**src/hw/buzzer_params.svh**
```systemverilog
`ifndef BUZZER_PARAMS_SVH
`define BUZZER_PARAMS_SVH

// ---------------------------------------------------------------
// register map
// ---------------------------------------------------------------
`define REG_AW            8
`define CTRL_ADDR         8'h00
`define SOUND_ADDR        8'h04
`define STATUS_ADDR       8'h08
`define CTRL_RESET        8'h00
`define SOUND_RESET       8'h00
`define STATUS_W          8

// ---------------------------------------------------------------
// timing
// ---------------------------------------------------------------
`define OSC_HZ            32768
`define TICK_HZ           256
`define TICK_DIV          (`OSC_HZ / `TICK_HZ)
`define TICK_DIV_W        7
`define TICK_NS           (1000000000 / `TICK_HZ)
`define STEP_FAST_NS      62500000
`define STEP_SLOW_NS      125000000
`define SHOT_SHORT_NS     31250000
`define SHOT_LONG_NS      125000000
`define TICK_CNT_W        6
`define STEP_FAST_TICKS   (`STEP_FAST_NS / `TICK_NS)
`define STEP_SLOW_TICKS   (`STEP_SLOW_NS / `TICK_NS)
`define SHOT_SHORT_TICKS  (`SHOT_SHORT_NS / `TICK_NS)
`define SHOT_LONG_TICKS   (`SHOT_LONG_NS / `TICK_NS)

// ---------------------------------------------------------------
// tone shape
// ---------------------------------------------------------------
`define DEN_16            5'h10
`define DEN_20            5'h14
`define DEN_24            5'h18
`define DEN_28            5'h1c
`define HIGH_NARROW       5'h08
`define HIGH_WIDE         5'h0c
`define LEVEL_MAX         3'h0
`define LEVEL_MIN         3'h7

`endif

```
**src/hw/buzzer_pkg.sv**
```systemverilog
package buzzer_pkg;

  typedef logic [2:0] level_t;
  typedef logic [4:0] slot_t;

  typedef struct packed {
    logic   spare;
    logic   oneshot_force_stop;
    logic   oneshot_trigger_busy;
    logic   oneshot_length_select;
    logic   decay_step_select;
    logic   decay_restart;
    logic   decay_enable;
    logic   tone_continuous_enable;
  } ctrl_s;

  typedef struct packed {
    logic   spare_hi;
    level_t tone_level_select;
    logic   spare_lo;
    level_t tone_freq_select;
  } sound_s;

  typedef enum logic [1:0] {
    SHOT_IDLE  = 2'b00,
    SHOT_ALIGN = 2'b01,
    SHOT_PLAY  = 2'b10
  } oneshot_e;

endpackage

```
**src/hw/tone_wave.sv**
```systemverilog
`timescale 1ns/1ps
`default_nettype none
`include "buzzer_params.svh"

module tone_wave (
  input  wire logic               clock,
  input  wire logic               resetn,
  input  wire logic               osc_rise,
  input  wire logic               osc_fall,
  input  wire logic               active,
  input  wire buzzer_pkg::level_t freq,
  input  wire buzzer_pkg::level_t level,
  output logic                    wave
);

  function automatic buzzer_pkg::slot_t den_of(input buzzer_pkg::level_t f);
    if (f[1:0] == 2'h0) den_of = `DEN_16;
    else if (f[1:0] == 2'h1) den_of = `DEN_20;
    else if (f[1:0] == 2'h2) den_of = `DEN_24;
    else den_of = `DEN_28;
  endfunction

  function automatic buzzer_pkg::slot_t high_of(input buzzer_pkg::level_t f,
                                                input buzzer_pkg::level_t l);
    high_of = (f[1] ? `HIGH_WIDE : `HIGH_NARROW) - {2'h0, l};
  endfunction

  buzzer_pkg::slot_t  slot_cnt;
  buzzer_pkg::level_t cur_freq;
  buzzer_pkg::level_t cur_level;
  logic               slot;
  logic               last;

  // low four codes slot on both oscillator edges, high four on rising only
  assign slot = cur_freq[2] ? osc_rise : (osc_rise | osc_fall);
  assign last = slot_cnt == den_of(cur_freq) - 5'h01;

  // settings are taken on every clock while inactive, and otherwise only at a period boundary
  always_ff @(posedge clock) begin
    if (!resetn) begin
      slot_cnt  <= 5'h00;
      cur_freq  <= 3'h0;
      cur_level <= `LEVEL_MAX;
    end else if (!active) begin
      slot_cnt  <= 5'h00;
      cur_freq  <= freq;
      cur_level <= level;
    end else if (slot) begin
      if (last) begin
        slot_cnt  <= 5'h00;
        cur_freq  <= freq;
        cur_level <= level;
      end else begin
        slot_cnt <= slot_cnt + 5'h01;
      end
    end
  end

  always_ff @(posedge clock) begin
    if (!resetn || !active) wave <= 1'b0;
    else wave <= slot_cnt < high_of(cur_freq, cur_level);
  end

endmodule
`default_nettype wire

```
**src/hw/decay_envelope.sv**
```systemverilog
`timescale 1ns/1ps
`default_nettype none
`include "buzzer_params.svh"

module decay_envelope (
  input  wire logic          clock,
  input  wire logic          resetn,
  input  wire logic          tick,
  input  wire logic          run,
  input  wire logic          restart,
  input  wire logic          slow,
  output buzzer_pkg::level_t level
);

  logic [`TICK_CNT_W-1:0] step_cnt;
  logic [`TICK_CNT_W-1:0] step_last;

  assign step_last = slow ? `TICK_CNT_W'(`STEP_SLOW_TICKS - 1)
                          : `TICK_CNT_W'(`STEP_FAST_TICKS - 1);

  always_ff @(posedge clock) begin
    if (!resetn || !run || restart) begin
      level    <= `LEVEL_MAX;
      step_cnt <= '0;
    end else if (tick) begin
      if (step_cnt >= step_last) begin
        step_cnt <= '0;
        if (level != `LEVEL_MIN) level <= level + 3'h1;
      end else begin
        step_cnt <= step_cnt + `TICK_CNT_W'(1);
      end
    end
  end

endmodule
`default_nettype wire

```
**src/hw/buzzer_sound_generator.sv**
```systemverilog
// Register access over APB and the placing of the registers were left to the implementer.
`timescale 1ns/1ps
`default_nettype none
`include "buzzer_params.svh"

module buzzer_sound_generator #(
  parameter bit INVERTED_OUTPUT = 1'b1
) (
  input  wire logic                clock,
  input  wire logic                resetn,
  input  wire logic [`REG_AW-1:0]  paddr,
  input  wire logic                psel,
  input  wire logic                penable,
  input  wire logic                pwrite,
  input  wire logic [31:0]         pwdata,
  output logic      [31:0]         prdata,
  output logic                     pready,
  output logic                     pslverr,
  input  wire logic                low_speed_oscillator,
  input  wire logic                tone_pin_port_data,
  output logic                     tone_pin,
  output logic                     tone_inverted_pin
);

  // ---------------------------------------------------------------
  // bus decode
  // ---------------------------------------------------------------
  function automatic logic is_mapped(input logic [`REG_AW-1:0] a);
    if (a == `CTRL_ADDR) is_mapped = 1'b1;
    else if (a == `SOUND_ADDR) is_mapped = 1'b1;
    else if (a == `STATUS_ADDR) is_mapped = 1'b1;
    else is_mapped = 1'b0;
  endfunction

  logic access;
  logic wr_ctrl;
  logic wr_sound;

  assign access   = psel && penable;
  assign pready   = 1'b1;
  assign pslverr  = access && !is_mapped(paddr);
  assign wr_ctrl  = access && pwrite && (paddr == `CTRL_ADDR);
  assign wr_sound = access && pwrite && (paddr == `SOUND_ADDR);

  buzzer_pkg::ctrl_s  wdata_ctrl;
  buzzer_pkg::sound_s wdata_sound;

  assign wdata_ctrl  = buzzer_pkg::ctrl_s'(pwdata[7:0]);
  assign wdata_sound = buzzer_pkg::sound_s'(pwdata[7:0]);

  // ---------------------------------------------------------------
  // write strobes
  // ---------------------------------------------------------------
  logic trig_req;
  logic stop_req;
  logic restart_req;

  assign stop_req    = wr_ctrl && wdata_ctrl.oneshot_force_stop;
  assign restart_req = wr_ctrl && wdata_ctrl.decay_restart;

  // ---------------------------------------------------------------
  // software settings
  // ---------------------------------------------------------------
  logic               continuous_on;
  logic               decay_on;
  logic               step_slow;
  logic               shot_long;
  buzzer_pkg::level_t freq_sel;
  buzzer_pkg::level_t level_sel;

  // trigger only counts while the continuous tone is off
  assign trig_req = wr_ctrl && wdata_ctrl.oneshot_trigger_busy
                    && !continuous_on;

  always_ff @(posedge clock) begin
    if (!resetn) begin
      continuous_on <= 1'b0;
      step_slow     <= 1'b0;
      shot_long     <= 1'b0;
    end else if (wr_ctrl) begin
      continuous_on <= wdata_ctrl.tone_continuous_enable;
      step_slow     <= wdata_ctrl.decay_step_select;
      shot_long     <= wdata_ctrl.oneshot_length_select;
    end
  end

  always_ff @(posedge clock) begin
    if (!resetn) decay_on <= 1'b0;
    else if (trig_req) decay_on <= 1'b0;
    else if (wr_ctrl) decay_on <= wdata_ctrl.decay_enable;
  end

  always_ff @(posedge clock) begin
    if (!resetn) begin
      freq_sel  <= 3'h0;
      level_sel <= `LEVEL_MAX;
    end else if (wr_sound) begin
      freq_sel  <= wdata_sound.tone_freq_select;
      level_sel <= wdata_sound.tone_level_select;
    end
  end

  // ---------------------------------------------------------------
  // oscillator edges and 256 Hz tick
  // ---------------------------------------------------------------
  logic                   osc_prev;
  logic                   osc_rise;
  logic                   osc_fall;
  logic [`TICK_DIV_W-1:0] tick_div;
  logic                   tick;

  always_ff @(posedge clock) begin
    if (!resetn) osc_prev <= 1'b0;
    else osc_prev <= low_speed_oscillator;
  end

  assign osc_rise = low_speed_oscillator && !osc_prev;
  assign osc_fall = !low_speed_oscillator && osc_prev;

  always_ff @(posedge clock) begin
    if (!resetn) tick_div <= '0;
    else if (osc_rise) tick_div <= tick_div + `TICK_DIV_W'(1);
  end

  assign tick = osc_rise && (tick_div == `TICK_DIV_W'(`TICK_DIV - 1));

  // ---------------------------------------------------------------
  // one-shot sequencer
  // ---------------------------------------------------------------
  buzzer_pkg::oneshot_e   shot_state;
  buzzer_pkg::oneshot_e   next_shot_state;
  logic [`TICK_CNT_W-1:0] shot_cnt;
  logic [`TICK_CNT_W-1:0] shot_last;
  logic                   shot_busy;
  logic                   shot_done;

  assign shot_last = shot_long ? `TICK_CNT_W'(`SHOT_LONG_TICKS - 1)
                               : `TICK_CNT_W'(`SHOT_SHORT_TICKS - 1);
  assign shot_done = tick && (shot_cnt >= shot_last);

  always_comb begin
    next_shot_state = shot_state;
    case (shot_state)
      buzzer_pkg::SHOT_IDLE: begin
        if (trig_req) next_shot_state = buzzer_pkg::SHOT_ALIGN;
      end
      buzzer_pkg::SHOT_ALIGN: begin
        if (tick) next_shot_state = buzzer_pkg::SHOT_PLAY;
      end
      buzzer_pkg::SHOT_PLAY: begin
        if (shot_done && !trig_req) begin
          next_shot_state = buzzer_pkg::SHOT_IDLE;
        end
      end
      default: next_shot_state = buzzer_pkg::SHOT_IDLE;
    endcase
    // a fresh trigger wins over expiry, a force stop over everything
    if (stop_req) next_shot_state = buzzer_pkg::SHOT_IDLE;
  end

  always_ff @(posedge clock) begin
    if (!resetn) shot_state <= buzzer_pkg::SHOT_IDLE;
    else shot_state <= next_shot_state;
  end

  // duration counts 256 Hz ticks from the latest trigger
  always_ff @(posedge clock) begin
    if (!resetn) shot_cnt <= '0;
    else if (trig_req) shot_cnt <= '0;
    else if (shot_state != buzzer_pkg::SHOT_PLAY) shot_cnt <= '0;
    else if (tick) shot_cnt <= shot_cnt + `TICK_CNT_W'(1);
  end

  assign shot_busy = shot_state != buzzer_pkg::SHOT_IDLE;

  // ---------------------------------------------------------------
  // envelope and duty choice
  // ---------------------------------------------------------------
  logic               env_run;
  buzzer_pkg::level_t env_level;
  buzzer_pkg::level_t duty_level;

  assign env_run = continuous_on && decay_on;

  decay_envelope u_envelope (
    .clock   (clock),
    .resetn  (resetn),
    .tick    (tick),
    .run     (env_run),
    .restart (restart_req),
    .slow    (step_slow),
    .level   (env_level)
  );

  assign duty_level = decay_on ? env_level : level_sel;

  // ---------------------------------------------------------------
  // tone generation
  // ---------------------------------------------------------------
  logic tone_active;
  logic tone_out;

  assign tone_active = continuous_on
                       || (shot_state == buzzer_pkg::SHOT_PLAY);

  tone_wave u_wave (
    .clock    (clock),
    .resetn   (resetn),
    .osc_rise (osc_rise),
    .osc_fall (osc_fall),
    .active   (tone_active),
    .freq     (freq_sel),
    .level    (duty_level),
    .wave     (tone_out)
  );

  // ---------------------------------------------------------------
  // output pins
  // ---------------------------------------------------------------
  // primary pin only shows the tone while its port data bit is low
  always_ff @(posedge clock) begin
    if (!resetn) tone_pin <= 1'b0;
    else tone_pin <= tone_out || tone_pin_port_data;
  end

  // inverted pin idles high; option off parks it high as well
  always_ff @(posedge clock) begin
    if (!resetn) tone_inverted_pin <= 1'b1;
    else if (INVERTED_OUTPUT) tone_inverted_pin <= !tone_out;
    else tone_inverted_pin <= 1'b1;
  end

  // ---------------------------------------------------------------
  // read back
  // ---------------------------------------------------------------
  buzzer_pkg::ctrl_s    rd_ctrl;
  buzzer_pkg::sound_s   rd_sound;
  logic [`STATUS_W-1:0] rd_status;

  always_comb begin
    rd_ctrl                        = '0;
    rd_ctrl.tone_continuous_enable = continuous_on;
    rd_ctrl.decay_enable           = decay_on;
    rd_ctrl.decay_step_select      = step_slow;
    rd_ctrl.oneshot_length_select  = shot_long;
    rd_ctrl.oneshot_trigger_busy   = shot_busy;
  end

  always_comb begin
    rd_sound                   = '0;
    rd_sound.tone_freq_select  = freq_sel;
    rd_sound.tone_level_select = level_sel;
  end

  // status: duty level in use, tone running, wave level, sequencer state
  assign rd_status = {shot_state, tone_out, tone_active, 1'b0, duty_level};

  always_comb begin
    prdata = '0;
    if (access && !pwrite) begin
      if (paddr == `CTRL_ADDR) prdata[7:0] = rd_ctrl;
      else if (paddr == `SOUND_ADDR) prdata[7:0] = rd_sound;
      else if (paddr == `STATUS_ADDR) prdata[`STATUS_W-1:0] = rd_status;
      else prdata = '0;
    end
  end

endmodule
`default_nettype wire

```
**config.mk**
```make
export PLATFORM = sky130hd
export DESIGN_NAME = buzzer_sound_generator
export DESIGN_NICKNAME = d
export VERILOG_FILES = /design/src/hw/buzzer_pkg.sv /design/src/hw/tone_wave.sv /design/src/hw/decay_envelope.sv /design/src/hw/buzzer_sound_generator.sv
export VERILOG_INCLUDE_DIRS = /design/src /design/src/hw
export SDC_FILE = /design/constraint.sdc
export NUM_CORES = 1
export LEC_CHECK = 0
export BUFFER_PORTS_ARGS = -buffer_cell sky130_fd_sc_hd__buf_2
export CORE_ASPECT_RATIO = 1.25
export CORE_UTILIZATION = 35
export DETAILED_ROUTE_END_ITERATION = 6
export PLACE_DENSITY = 0.57
export SYNTH_ARGS = -nofsm -noshare
export SYNTH_HDL_FRONTEND = slang
export SYNTH_HIERARCHICAL = 1
export SYNTH_SLANG_ARGS = --single-unit
export TNS_END_PERCENT = 50
```
**constraint.sdc**
```tcl
create_clock -name clock -period 2.3 [get_ports clock]
set_input_delay 0.23 -clock clock [delete_from_list [all_inputs] [get_ports clock]]
set_output_delay 0.23 -clock clock [all_outputs]
set_load 0.03 [all_outputs]
```
Word-level counts from Yosys, hierarchy flattened. Index checks and enable logic that the tools add are counted.

Word-level logic and storage cells: 114. Output and inout port bits: 36. Flip-flop bits (word level): 49.

Equality and inequality tests: 15. Mux-type cells: 27. Bitwise operators: 2. Add/sub/neg operators: 7. Magnitude comparators: 3. Reductions and logical operators: 42.

Operator list (count): 2-to-1 mux 8 bit (4); 2-to-1 mux 3 bit (9); 2-to-1 mux 5 bit (5); logical AND 1 bit (16); adder 6 x 1 -> 6 bit, second input constant (2); inequality test 2 bit, second input constant (6); logical NOT 1 bit (10); equality test 8 x 3 -> 1 bit, second input constant (1); equality test 8 x 4 -> 1 bit, second input constant (1); logical NOT 8 bit (1); adder 7 x 1 -> 7 bit, second input constant (1); equality test 7 bit, second input constant (1); greater-or-equal comparator 6 x 5 -> 1 bit (1); greater-or-equal comparator 6 bit (1); 2-to-1 mux 2 bit (3); 2-to-1 mux 6 bit (1); case mux 2 bit (3 select lines) (1); AND reduction 3 bit (2); adder 5 x 1 -> 5 bit, second input constant (1); equality test 5 bit (1); logical OR 1 bit (5); less-than comparator 5 bit (1); subtractor 5 x 1 -> 5 bit, second input constant (1); subtractor 5 x 3 -> 5 bit (1); 12 further kinds (20).

Depth between registers and ports, before layout. Gate-level depths: netlist of the first run.

Depth after elaboration: 9. Gate-level depth with buffers: 8. Gate-level depth less buffers: 7.

Hierarchy. The synthesis of the first run kept the hierarchy.

Modules (own cells, without submodules): buzzer_sound_generator (sequential area each 560.5 sq um, cells an instance 198, times used 1, area each 1740.4 sq um); tone_wave (sequential area each 240.2 sq um, cells an instance 102, times used 1, area each 873.3 sq um); decay_envelope (sequential area each 180.2 sq um, cells an instance 56, times used 1, area each 518.0 sq um).

Worst setup path after synthesis of the first run. Ideal clock, no wire load.

Path kind: register -> register. Start point: register tick_div[0]. End point: register u_envelope.level[0]. Cell stages (with the launch flop): 7. Arrival time: 1.894 ns. Setup time: 0.072 ns. Period minus slack after synthesis: 1.966 ns. Slack: 0.334 ns. Cell sequence: dfxtp_1 -> ha_1 -> nand4b_2 -> nor2_1 -> inv_1 -> a211oi_4 -> mux2i_1.

Word-level cells in the longest chain between the ends: 3.

RTL lines: start, declared (RTL line buzzer_sound_generator.sv:109) `` logic [`TICK_DIV_W-1:0] tick_div; ``; start signal, assigned (RTL line buzzer_sound_generator.sv:122) `` else if (osc_rise) tick_div <= tick_div + `TICK_DIV_W'(1); ``; equality test 7 bit (RTL line buzzer_sound_generator.sv:125) `` assign tick = osc_rise && (tick_div == `TICK_DIV_W'(`TICK_DIV - 1)); ``; logical AND 1 bit (RTL line buzzer_sound_generator.sv:125); net tick (RTL line buzzer_sound_generator.sv:110) `logic tick;`; AND reduction 3 bit (no source line); end signal, assigned (RTL line decay_envelope.sv:23) `` level <= `LEVEL_MAX; ``; end signal, assigned (RTL line decay_envelope.sv:28) `` if (level != `LEVEL_MIN) level <= level + 3'h1; ``; end, declared (RTL line decay_envelope.sv:12) `output buzzer_pkg::level_t level`.

The timed path passes the listed nets, and every way through them passes these cells. A chain may end at the register's enable or synchronous reset.

Worst setup path after layout of the first run.
Start point: register u_wave.cur_freq[1]. End point: register u_wave.cur_level[0].

Word-level cells in the longest chain between the ends: 8.

RTL lines: start, declared (RTL line tone_wave.sv:29) `buzzer_pkg::level_t cur_freq;`; start signal, assigned (RTL line tone_wave.sv:46) `cur_freq <= freq;`; start signal, assigned (RTL line tone_wave.sv:51) `cur_freq <= freq;`; equality test 2 bit (RTL line tone_wave.sv:19) `` else if (f[1:0] == 2'h2) den_of = `DEN_24; ``; 2-to-1 mux 3 bit (RTL line tone_wave.sv:19); 2-to-1 mux 5 bit (RTL line tone_wave.sv:18) `` else if (f[1:0] == 2'h1) den_of = `DEN_20; ``; 2-to-1 mux 5 bit * (RTL line tone_wave.sv:17) `` if (f[1:0] == 2'h0) den_of = `DEN_16; ``; subtractor 5 x 1 -> 5 bit * (RTL line tone_wave.sv:36) `assign last = slot_cnt == den_of(cur_freq) - 5'h01;`; equality test 5 bit * (RTL line tone_wave.sv:36); inequality test 2 bit (no source line) *; AND reduction 2 bit (no source line) *; end signal, assigned (RTL line tone_wave.sv:43) `` cur_level <= `LEVEL_MAX; ``; end signal, assigned (RTL line tone_wave.sv:47) `cur_level <= level;`; end signal, assigned (RTL line tone_wave.sv:52) `cur_level <= level;`; end, declared (RTL line tone_wave.sv:30) `buzzer_pkg::level_t cur_level;`.

Every way passes the cells marked *; elsewhere a longest branch is shown, timed or not.

==> results.json, run 1 <==
{
  "antenna_violations_before_repair": 0,
  "worst_r2r_endpoint": "u_wave/cur_level[0]",
  "crit_fanout": 12,
  "min_delay_startpoint": "tone_pin_port_data",
  "path_clk_slew_ps": 90,
  "synthesis.yosys.warnings": 6,
  "cts_htree_levels": 2,
  "tritoncts": "yes",
  "total_leakage_power_nw": 1.35,
  "reg2reg_slack_ps": 350,
  "core_region_um2": 8700,
  "post-cts-setup-buffers": 0,
  "min_period_over_period_pct": 84.6,
  "routed_wl_um": 6630,
  "ctsLongestPathBuffers": 2,
  "setup_viol": 0,
  "report.power.total_mw": 1.65,
  "clock_tree.root_cell": "sky130_fd_sc_hd__clkbuf_8",
  "routed_wl_per_cell_um": 13.0,
  "slew_headroom_pct": 33.7,
  "num-nets-final": 452,
  "fin_tns_setup_ps": 0,
  "cts-hold-fix-buffers": 0,
  "detail_route.first_pass.iterations": 4,
  "worstPathRequired_ps": 2540,
  "maxSlewViolCount": 0,
  "floorplan.die.width_um": 86.6,
  "final_antenna_net_count": 0,
  "fin_crit_ps": 1950,
  "critPathCaptureType": "register",
  "area_added_between_synthesis_and_finish_pct": 10.5,
  "cts_buffer_count": 5,
  "timing.rr.start": "u_wave/cur_freq[1]",
  "grt.total_usage_pct": 14.9,
  "yosys_register_bits": 49,
  "start_util_pct": 36.0,
  "min_path_type": "input pin to register",
  "worst_clock_skew_ps": 14.8,
  "cts_resized": 0,
  "rsz0062_at_grt": "no",
  "synth.distinct_cells": 63,
  "grt_start_max_net_pins": 29,
  "num_vias": 2529,
  "number_of_input_and_output_port_buffers_inserted": 32,
  "gpl.final_weighted_congestion": 0.804,
  "tightest_slew_ps": 988,
  "fmaxAchievable_ghz": 0.514,
  "share_of_final_layout_standard_cells_stronger_than_drive_strength_1_pct": 18.7,
  "clk-insertion-delay-late_ps": 320,
  "holdPathStages": 2,
  "synth.top_cells.by_area": "sky130_fd_sc_hd__dfxtp_1 (31%), sky130_fd_sc_hd__ha_1 (6.4%), sky130_fd_sc_hd__buf_4 (6.2%)",
  "count_of_inserted_antenna_diode_cells": 0,
  "cts_num_sinks": 49,
  "synth_area_per_cell_um2": 8.80,
  "grt_pass1_wl_um": 10900,
  "initialDrtViolationCount": 75,
  "arrival_ps": 2180,
  "netlist_instances": 356,
  "synth_top_area_share_pct": 31.3,
  "top_reg_cell_synth": "sky130_fd_sc_hd__dfxtp_1",
  "synth.largest_area_cell": "sky130_fd_sc_hd__dfxtp_1",
  "yosysSeqAreaShare_pct": 31.3,
  "startpoint_type": "register",
  "multi_input_area_um2": 1920,
  "timing_worst_setup_path_type": "register to register",
  "power_per_cell_area_nw_per_um2": 476,
  "layout.core_utilization_pct": 39.8,
  "global_route.overflow_total": 0,
  "timing.hold.worst_endpoint": "tone_pin",
  "rr_worst_depth": 6,
  "routed_via_density": 4.96,
  "number_of_remaining_drc_errors": 0,
  "design.die.area_um2": 9330,
  "peakVddDrop_mv": 0.240,
  "number_of_top_level_pins": 83,
  "status": "finished clean",
  "synth_enable_flop_cells": 0,
  "synthArstFlopShare_pct": 0,
  "rows": 38,
  "via_count_of_the_first_global_routing_pass": 2233,
  "nFillCells": 895,
  "die_height_um": 108,
  "drv.max_cap_violation_count": 0,
  "netlist_area_um2": 3130,
  "area.sequential_um2": 981,
  "finalHoldViolations": 0,
  "dp.final_hpwl_um": 4860
}
-- cell usage after synthesis, types with 3 or more instances --
cell type                   number
sky130_fd_sc_hd__a31oi_1         3
sky130_fd_sc_hd__clkbuf_1        7
sky130_fd_sc_hd__xnor2_1        12
sky130_fd_sc_hd__buf_4          26
sky130_fd_sc_hd__a21oi_1        10
sky130_fd_sc_hd__nand4_1        16
sky130_fd_sc_hd__nand3_1         6
sky130_fd_sc_hd__inv_1          17
sky130_fd_sc_hd__nand4b_1        5
sky130_fd_sc_hd__and3_1          3
sky130_fd_sc_hd__mux2i_1        15
sky130_fd_sc_hd__nand2_1        32
sky130_fd_sc_hd__nor3_1          6
sky130_fd_sc_hd__nand2b_1        4
sky130_fd_sc_hd__mux2_2          3
sky130_fd_sc_hd__nor2_1         22
sky130_fd_sc_hd__ha_1           16
sky130_fd_sc_hd__dfxtp_1        49
sky130_fd_sc_hd__o2111ai_1      11
sky130_fd_sc_hd__nor2b_1        16
sky130_fd_sc_hd__and2_1          9
sky130_fd_sc_hd__o21ai_0         5
sky130_fd_sc_hd__buf_2           3
sky130_fd_sc_hd__o211ai_1        3
sky130_fd_sc_hd__or4_1           7
-- cells in the final DEF, fill, tap and decap left out, types with 3 or more instances in the layout --
cell                        instances
sky130_fd_sc_hd__a21oi_1           10
sky130_fd_sc_hd__a31oi_1            3
sky130_fd_sc_hd__and2_1             9
sky130_fd_sc_hd__and3_1             3
sky130_fd_sc_hd__buf_2             32
sky130_fd_sc_hd__buf_4              9
sky130_fd_sc_hd__clkbuf_8           5
sky130_fd_sc_hd__conb_1            25
sky130_fd_sc_hd__dfxtp_1           49
sky130_fd_sc_hd__ha_1              16
sky130_fd_sc_hd__inv_1             17
sky130_fd_sc_hd__mux2_2             3
sky130_fd_sc_hd__mux2i_1           15
sky130_fd_sc_hd__nand2_1           32
sky130_fd_sc_hd__nand2b_1           4
sky130_fd_sc_hd__nand3_1            6
sky130_fd_sc_hd__nand4_1           16
sky130_fd_sc_hd__nand4b_1           5
sky130_fd_sc_hd__nor2_1            22
sky130_fd_sc_hd__nor2b_1           16
sky130_fd_sc_hd__nor3_1             6
sky130_fd_sc_hd__o2111ai_1         11
sky130_fd_sc_hd__o211ai_1           3
sky130_fd_sc_hd__o21ai_0            5
sky130_fd_sc_hd__or4_1              7
sky130_fd_sc_hd__xnor2_1           12
-- flip-flops by register name (all words and copies together), names as in the netlist, 2 cells and up --
name,flops
u_wave/cur_freq,3
u_envelope/step_cnt,6
u_envelope/level,3
freq_sel,3
u_wave/slot_cnt,5
tick_div,7
level_sel,3
shot_cnt,6
u_wave/cur_level,3
shot_state,2
-- metal layers --
| metal | share of wire [%] | up-vias | global-route usage, % | wire length, um |
|---|---|---|---|---|
| met5 | 0 | - | 0 | 0 |
| met1 | 47 | 1164 | 18.7 | 3090 |
| met4 | 1.5 | 0 | 5.00 | 98 |
| met3 | 3.9 | 6 | 2.84 | 258 |
| met2 | 48 | 60 | 25.1 | 3180 |
| li1 | - | 1299 | - | - |
-- per-stage QoR --
step | hold slack [ps] | instance area, um2 | setup slack, ps | instances
5_1_grt | 100 | 3460 | 204 | 510
2_1_floorplan | 340 | 3220 | 334 | 379
3_5_place_dp | 433 | 3340 | 390 | 502
4_1_cts | 97.8 | 3460 | 345 | 510
6_report | 110 | 3460 | 355 | 510
3_3_place_gp | 424 | 3340 | 409 | 502
-- report_power, final --
group	switching (mW)	total [mW]	internal (mW)
combinational	0.106	0.142	0.0362
clock	0.321	0.648	0.326
sequential	0.00349	0.857	0.853
-- area by class of cell --
cell class              instances  share of cell area, %
multi-input cells             275                   55.6
flip-flops and latches         49                   28.4
repair buffers                 41                   6.58
well taps                     120                   4.34
clock buffers                   5                   1.99
inverters                      17                   1.84
clock inverters                 3                   1.34
-- critical path, cell delays in order (launching register included) --
cell and delay (ps):
sky130_fd_sc_hd__dfxtp_1 420, sky130_fd_sc_hd__inv_1 70, sky130_fd_sc_hd__ha_1 290, sky130_fd_sc_hd__xnor2_1 230, sky130_fd_sc_hd__buf_4 240, sky130_fd_sc_hd__or4_1 520
sky130_fd_sc_hd__o2111ai_1 120
-- cell families (layout without fill, tap and decap cells) --
group,Yosys count,count (layout),share of synthesized area [%]
and+or+nand+nor,146,146,28.0
AOI/OAI and AO/OA,56,56,13.9
buffers and inverters,55,66,10.1
DFF,49,49,31.3
muxes,19,19,6.35
adders and majority gates,16,16,6.39
xor gates and xnor gates,13,13,3.64
other,2,25,0.240
-- worst max path at each step --
| stage | start | endpoint | slack, ps | cells past startpoint |
|---|---|---|---|---|
| 4_1_cts | u_wave/cur_freq[1] | u_wave/cur_freq[0] | 340 | 6 |
| 2_1_floorplan | tick_div[0] | u_envelope/level[0] | 330 | 6 |
| 3_5_place_dp | u_wave/cur_freq[1] | u_wave/cur_freq[0] | 390 | 6 |
| 3_3_place_gp | u_wave/cur_freq[0] | u_wave/cur_freq[0] | 410 | 7 |
| 5_1_grt | u_wave/cur_level[0] | u_wave/wave | 200 | 7 |
| 6_report | u_wave/cur_freq[1] | u_wave/cur_level[0] | 350 | 6 |
Note: power is estimated with default switching activity, not from simulation.
==> run 2, diff against run 1 <==
ABC_AREA = 1   (was not set)
clock period = 1.9 ns   (was 2.3 ns; I/O delays follow)
==> run 2 against run 1 <==
Highest routed layer unchanged. Largest cell class unchanged. Sequential cell count unchanged. Synthesized cell count up 21%. Sequential power up 21%. Setup slack worse by 180 ps. Non-clock buffer count down 1. Design area down 2.0%. Largest power group unchanged. Combinational power up 27%. Area after synthesis down 1.9%. Critical path type is now register to output pin. Clock skew down 5.6 ps.
==> results.json, run 2 <==
{
  "crit_fanout": 7,
  "final_antenna_net_count": 0,
  "post-cts-setup-buffers": 0,
  "most-common-layout-cells": "sky130_fd_sc_hd__nand2_1 (94), sky130_fd_sc_hd__inv_1 (50), sky130_fd_sc_hd__dfxtp_1 (49)",
  "arrival_ps": 1530,
  "core_region_um2": 8380,
  "top_reg_cell_synth": "sky130_fd_sc_hd__dfxtp_1",
  "cts_resized": 0,
  "drv.max_cap_violation_count": 0,
  "count_of_inserted_antenna_diode_cells": 0,
  "die_height_um": 107,
  "synth_most_common_cell": "sky130_fd_sc_hd__nand2_1",
  "cts-hold-fix-buffers": 0,
  "crit_path_max_incr_delay_ps": 470,
  "worstPathRequired_ps": 1710,
  "min_period_over_period_pct": 90.6,
  "synth_commonest_cells": "sky130_fd_sc_hd__nand2_1 (94), sky130_fd_sc_hd__inv_1 (50), sky130_fd_sc_hd__dfxtp_1 (49)",
  "initialDrtViolationCount": 125,
  "startpoint_type": "register",
  "num_vias": 2636,
  "global_route.overflow_total": 0,
  "total_leakage_power_nw": 1.50,
  "synth_enable_flop_cells": 0,
  "fmaxAchievable_ghz": 0.581,
  "peakVddDrop_mv": 0.314,
  "cellInternalPower_mw": 1.46,
  "finalHoldWorstSlack_ps": 89.6,
  "setup_viol": 0,
  "ctsLongestPathBuffers": 2,
  "number_of_input_and_output_port_buffers_inserted": 32,
  "synth.top_cells.by_area": "sky130_fd_sc_hd__dfxtp_1 (32%), sky130_fd_sc_hd__nand2_1 (11%), sky130_fd_sc_hd__ha_1 (6.5%)",
  "power.share.sequential_pct": 53.3,
  "netlist_area_um2": 3070,
  "largest_register": "tick_div",
  "cts_buffer_count": 5,
  "largest_registers": "tick_div x7, shot_cnt x6, u_envelope/step_cnt x6",
  "status": "finished clean",
  "number_of_remaining_drc_errors": 0,
  "grt_pass1_wl_um": 10800,
  "synth.largest_area_cell": "sky130_fd_sc_hd__dfxtp_1",
  "min_path_type": "input pin to register",
  "synthArstFlopShare_pct": 0,
  "p_comb_share_pct": 9.3,
  "area_added_between_synthesis_and_finish_pct": 10.4,
  "dp.final_hpwl_um": 4970,
  "largest_register_ff_count": 7,
  "antenna_violations_before_repair": 0,
  "via_count_of_the_first_global_routing_pass": 2397,
  "crit_path_top_delay_cell": "sky130_fd_sc_hd__dfxtp_1",
  "finalHoldViolations": 0,
  "design.die.area_um2": 9160,
  "fin_crit_ps": 1720,
  "routed_wl_per_cell_um": 10.8,
  "routed_via_density": 4.48,
  "share_of_final_layout_standard_cells_stronger_than_drive_strength_1_pct": 19.3,
  "cts_htree_levels": 2,
  "grt.total_usage_pct": 14.6,
  "path_clk_slew_ps": 90,
  "worstPathCellList": "mux2_2 -> a21oi_1 -> nor2_1 -> buf_2",
  "maxSlewViolCount": 0,
  "yosys_register_bits": 49,
  "rows": 37,
  "routed_wl_um": 6360,
  "floorplan.die.width_um": 85.8,
  "synth_top_area_share_pct": 31.9,
  "worst_clock_skew_ps": 9.23,
  "rsz0062_at_grt": "no",
  "sw_frac_of_total_pct": 25.1,
  "gpl.final_weighted_congestion": 0.817,
  "synthesis.yosys.warnings": 6,
  "grt_start_max_net_pins": 15,
  "clk-insertion-delay-late_ps": 300,
  "fin_tns_setup_ps": 0,
  "synth_area_per_cell_um2": 7.11,
  "cts_num_sinks": 49,
  "layout.cells.most_common": "sky130_fd_sc_hd__nand2_1",
  "power_per_cell_area_nw_per_um2": 574,
  "critPathCaptureType": "output pin",
  "number_of_top_level_pins": 83,
  "yosysSeqAreaShare_pct": 31.9,
  "start_util_pct": 36.7,
  "clock_tree.root_cell": "sky130_fd_sc_hd__clkbuf_8",
  "timing_worst_setup_path_type": "register to output pin",
  "clock_power_share_pct": 37.3,
  "power.switching_mw": 0.488,
  "tritoncts": "yes",
  "detail_route.first_pass.iterations": 7,
  "num-nets-final": 534,
  "synth.distinct_cells": 43,
  "netlist_instances": 432
}
-- run 2: cell types whose count changed after synthesis, sizes merged, moves of 8 or more --
cell     previous run  this run
a21oi              10        33
nand4              19         6
nor2b              16         0
inv                17        58
nand3               7        30
and2                9         1
o2111ai            11         0
nand2              33       102
nor2               23        55
mux2i              15         0
-- run 2: area by class of cell --
| class | instances | area [um2] |
|---|---|---|
| Multi-Input combinational cell | 314 | 1710 |
| Clock inverter | 2 | 35.0 |
| Timing Repair Buffer | 40 | 220 |
| Tap cell | 117 | 146 |
| Sequential cell | 49 | 981 |
| Clock buffer | 5 | 68.8 |
| Fill cell | 910 | 4990 |
| Inverter | 61 | 230 |
-- run 2: kinds of logic after synthesis --
logic type,count (synthesis),share of synthesized area [%]
AO/OA/AOI/OAI,50,9.00
XOR/XNOR,10,2.85
adder cells (fa/ha/maj),16,6.52
buffers and inverters,92,15.2
flip-flops,49,31.9
multiplexers,2,0.733
other,2,0.244
AND/OR/NAND/NOR,211,33.5
-- run 2: worst paths after layout --
path         depth (start not counted)  slack [ps]                from                      to
min                                  3          90  tone_pin_port_data                tone_pin
max reg2reg                         10         230         tick_div[0]  u_envelope/step_cnt[5]
min reg2reg                          1         460         u_wave/wave       tone_inverted_pin
max                                  4         180            decay_on               prdata[2]
-- run 2: critical path, delay by kind of cell (launching register included) --
kind                   cells  cell delay, ps
muxes                      1             400
DFF                        1             470
AOI/OAI and AO/OA          1             130
buffers and inverters      1             180
and+or+nand+nor            1              50
-- run 2: through the flow --
step | worst slack [ps] | utilization (%) | instances | cell area [um2] | total power [mW]
final | 179 | 40.5 | 588 | 3390 | 1.95
after CTS | 171 | 40.5 | 588 | 3390 | 1.97
after floorplan | 124 | - | 455 | 3160 | 1.23
after detailed placement | 232 | 39.2 | 581 | 3290 | 1.24
after global routing | 81.1 | 40.5 | 588 | 3390 | 2.03
after global placement | 286 | 39.2 | 581 | 3290 | 1.24
-- run 2: power groups by stage --
stage / clock network, mW / logic, mW / registers, mW
2_1_floorplan: 0 / 0.167 / 1.06
5_1_grt: 0.786 / 0.199 / 1.04
3_5_place_dp: 0 / 0.181 / 1.06
4_1_cts: 0.749 / 0.181 / 1.04
6_report: 0.727 / 0.181 / 1.04
3_3_place_gp: 0 / 0.180 / 1.06
-- run 2: metal layers --
layer / vias up / GRT usage (%) / share of wire, %
li1: 1394 / - / -
met2: 42 / 25.0 / 48
met4: 0 / 5.60 / 2.1
met1: 1187 / 17.8 / 47
met5: - / 0 / 0
met3: 13 / 3.23 / 3.2
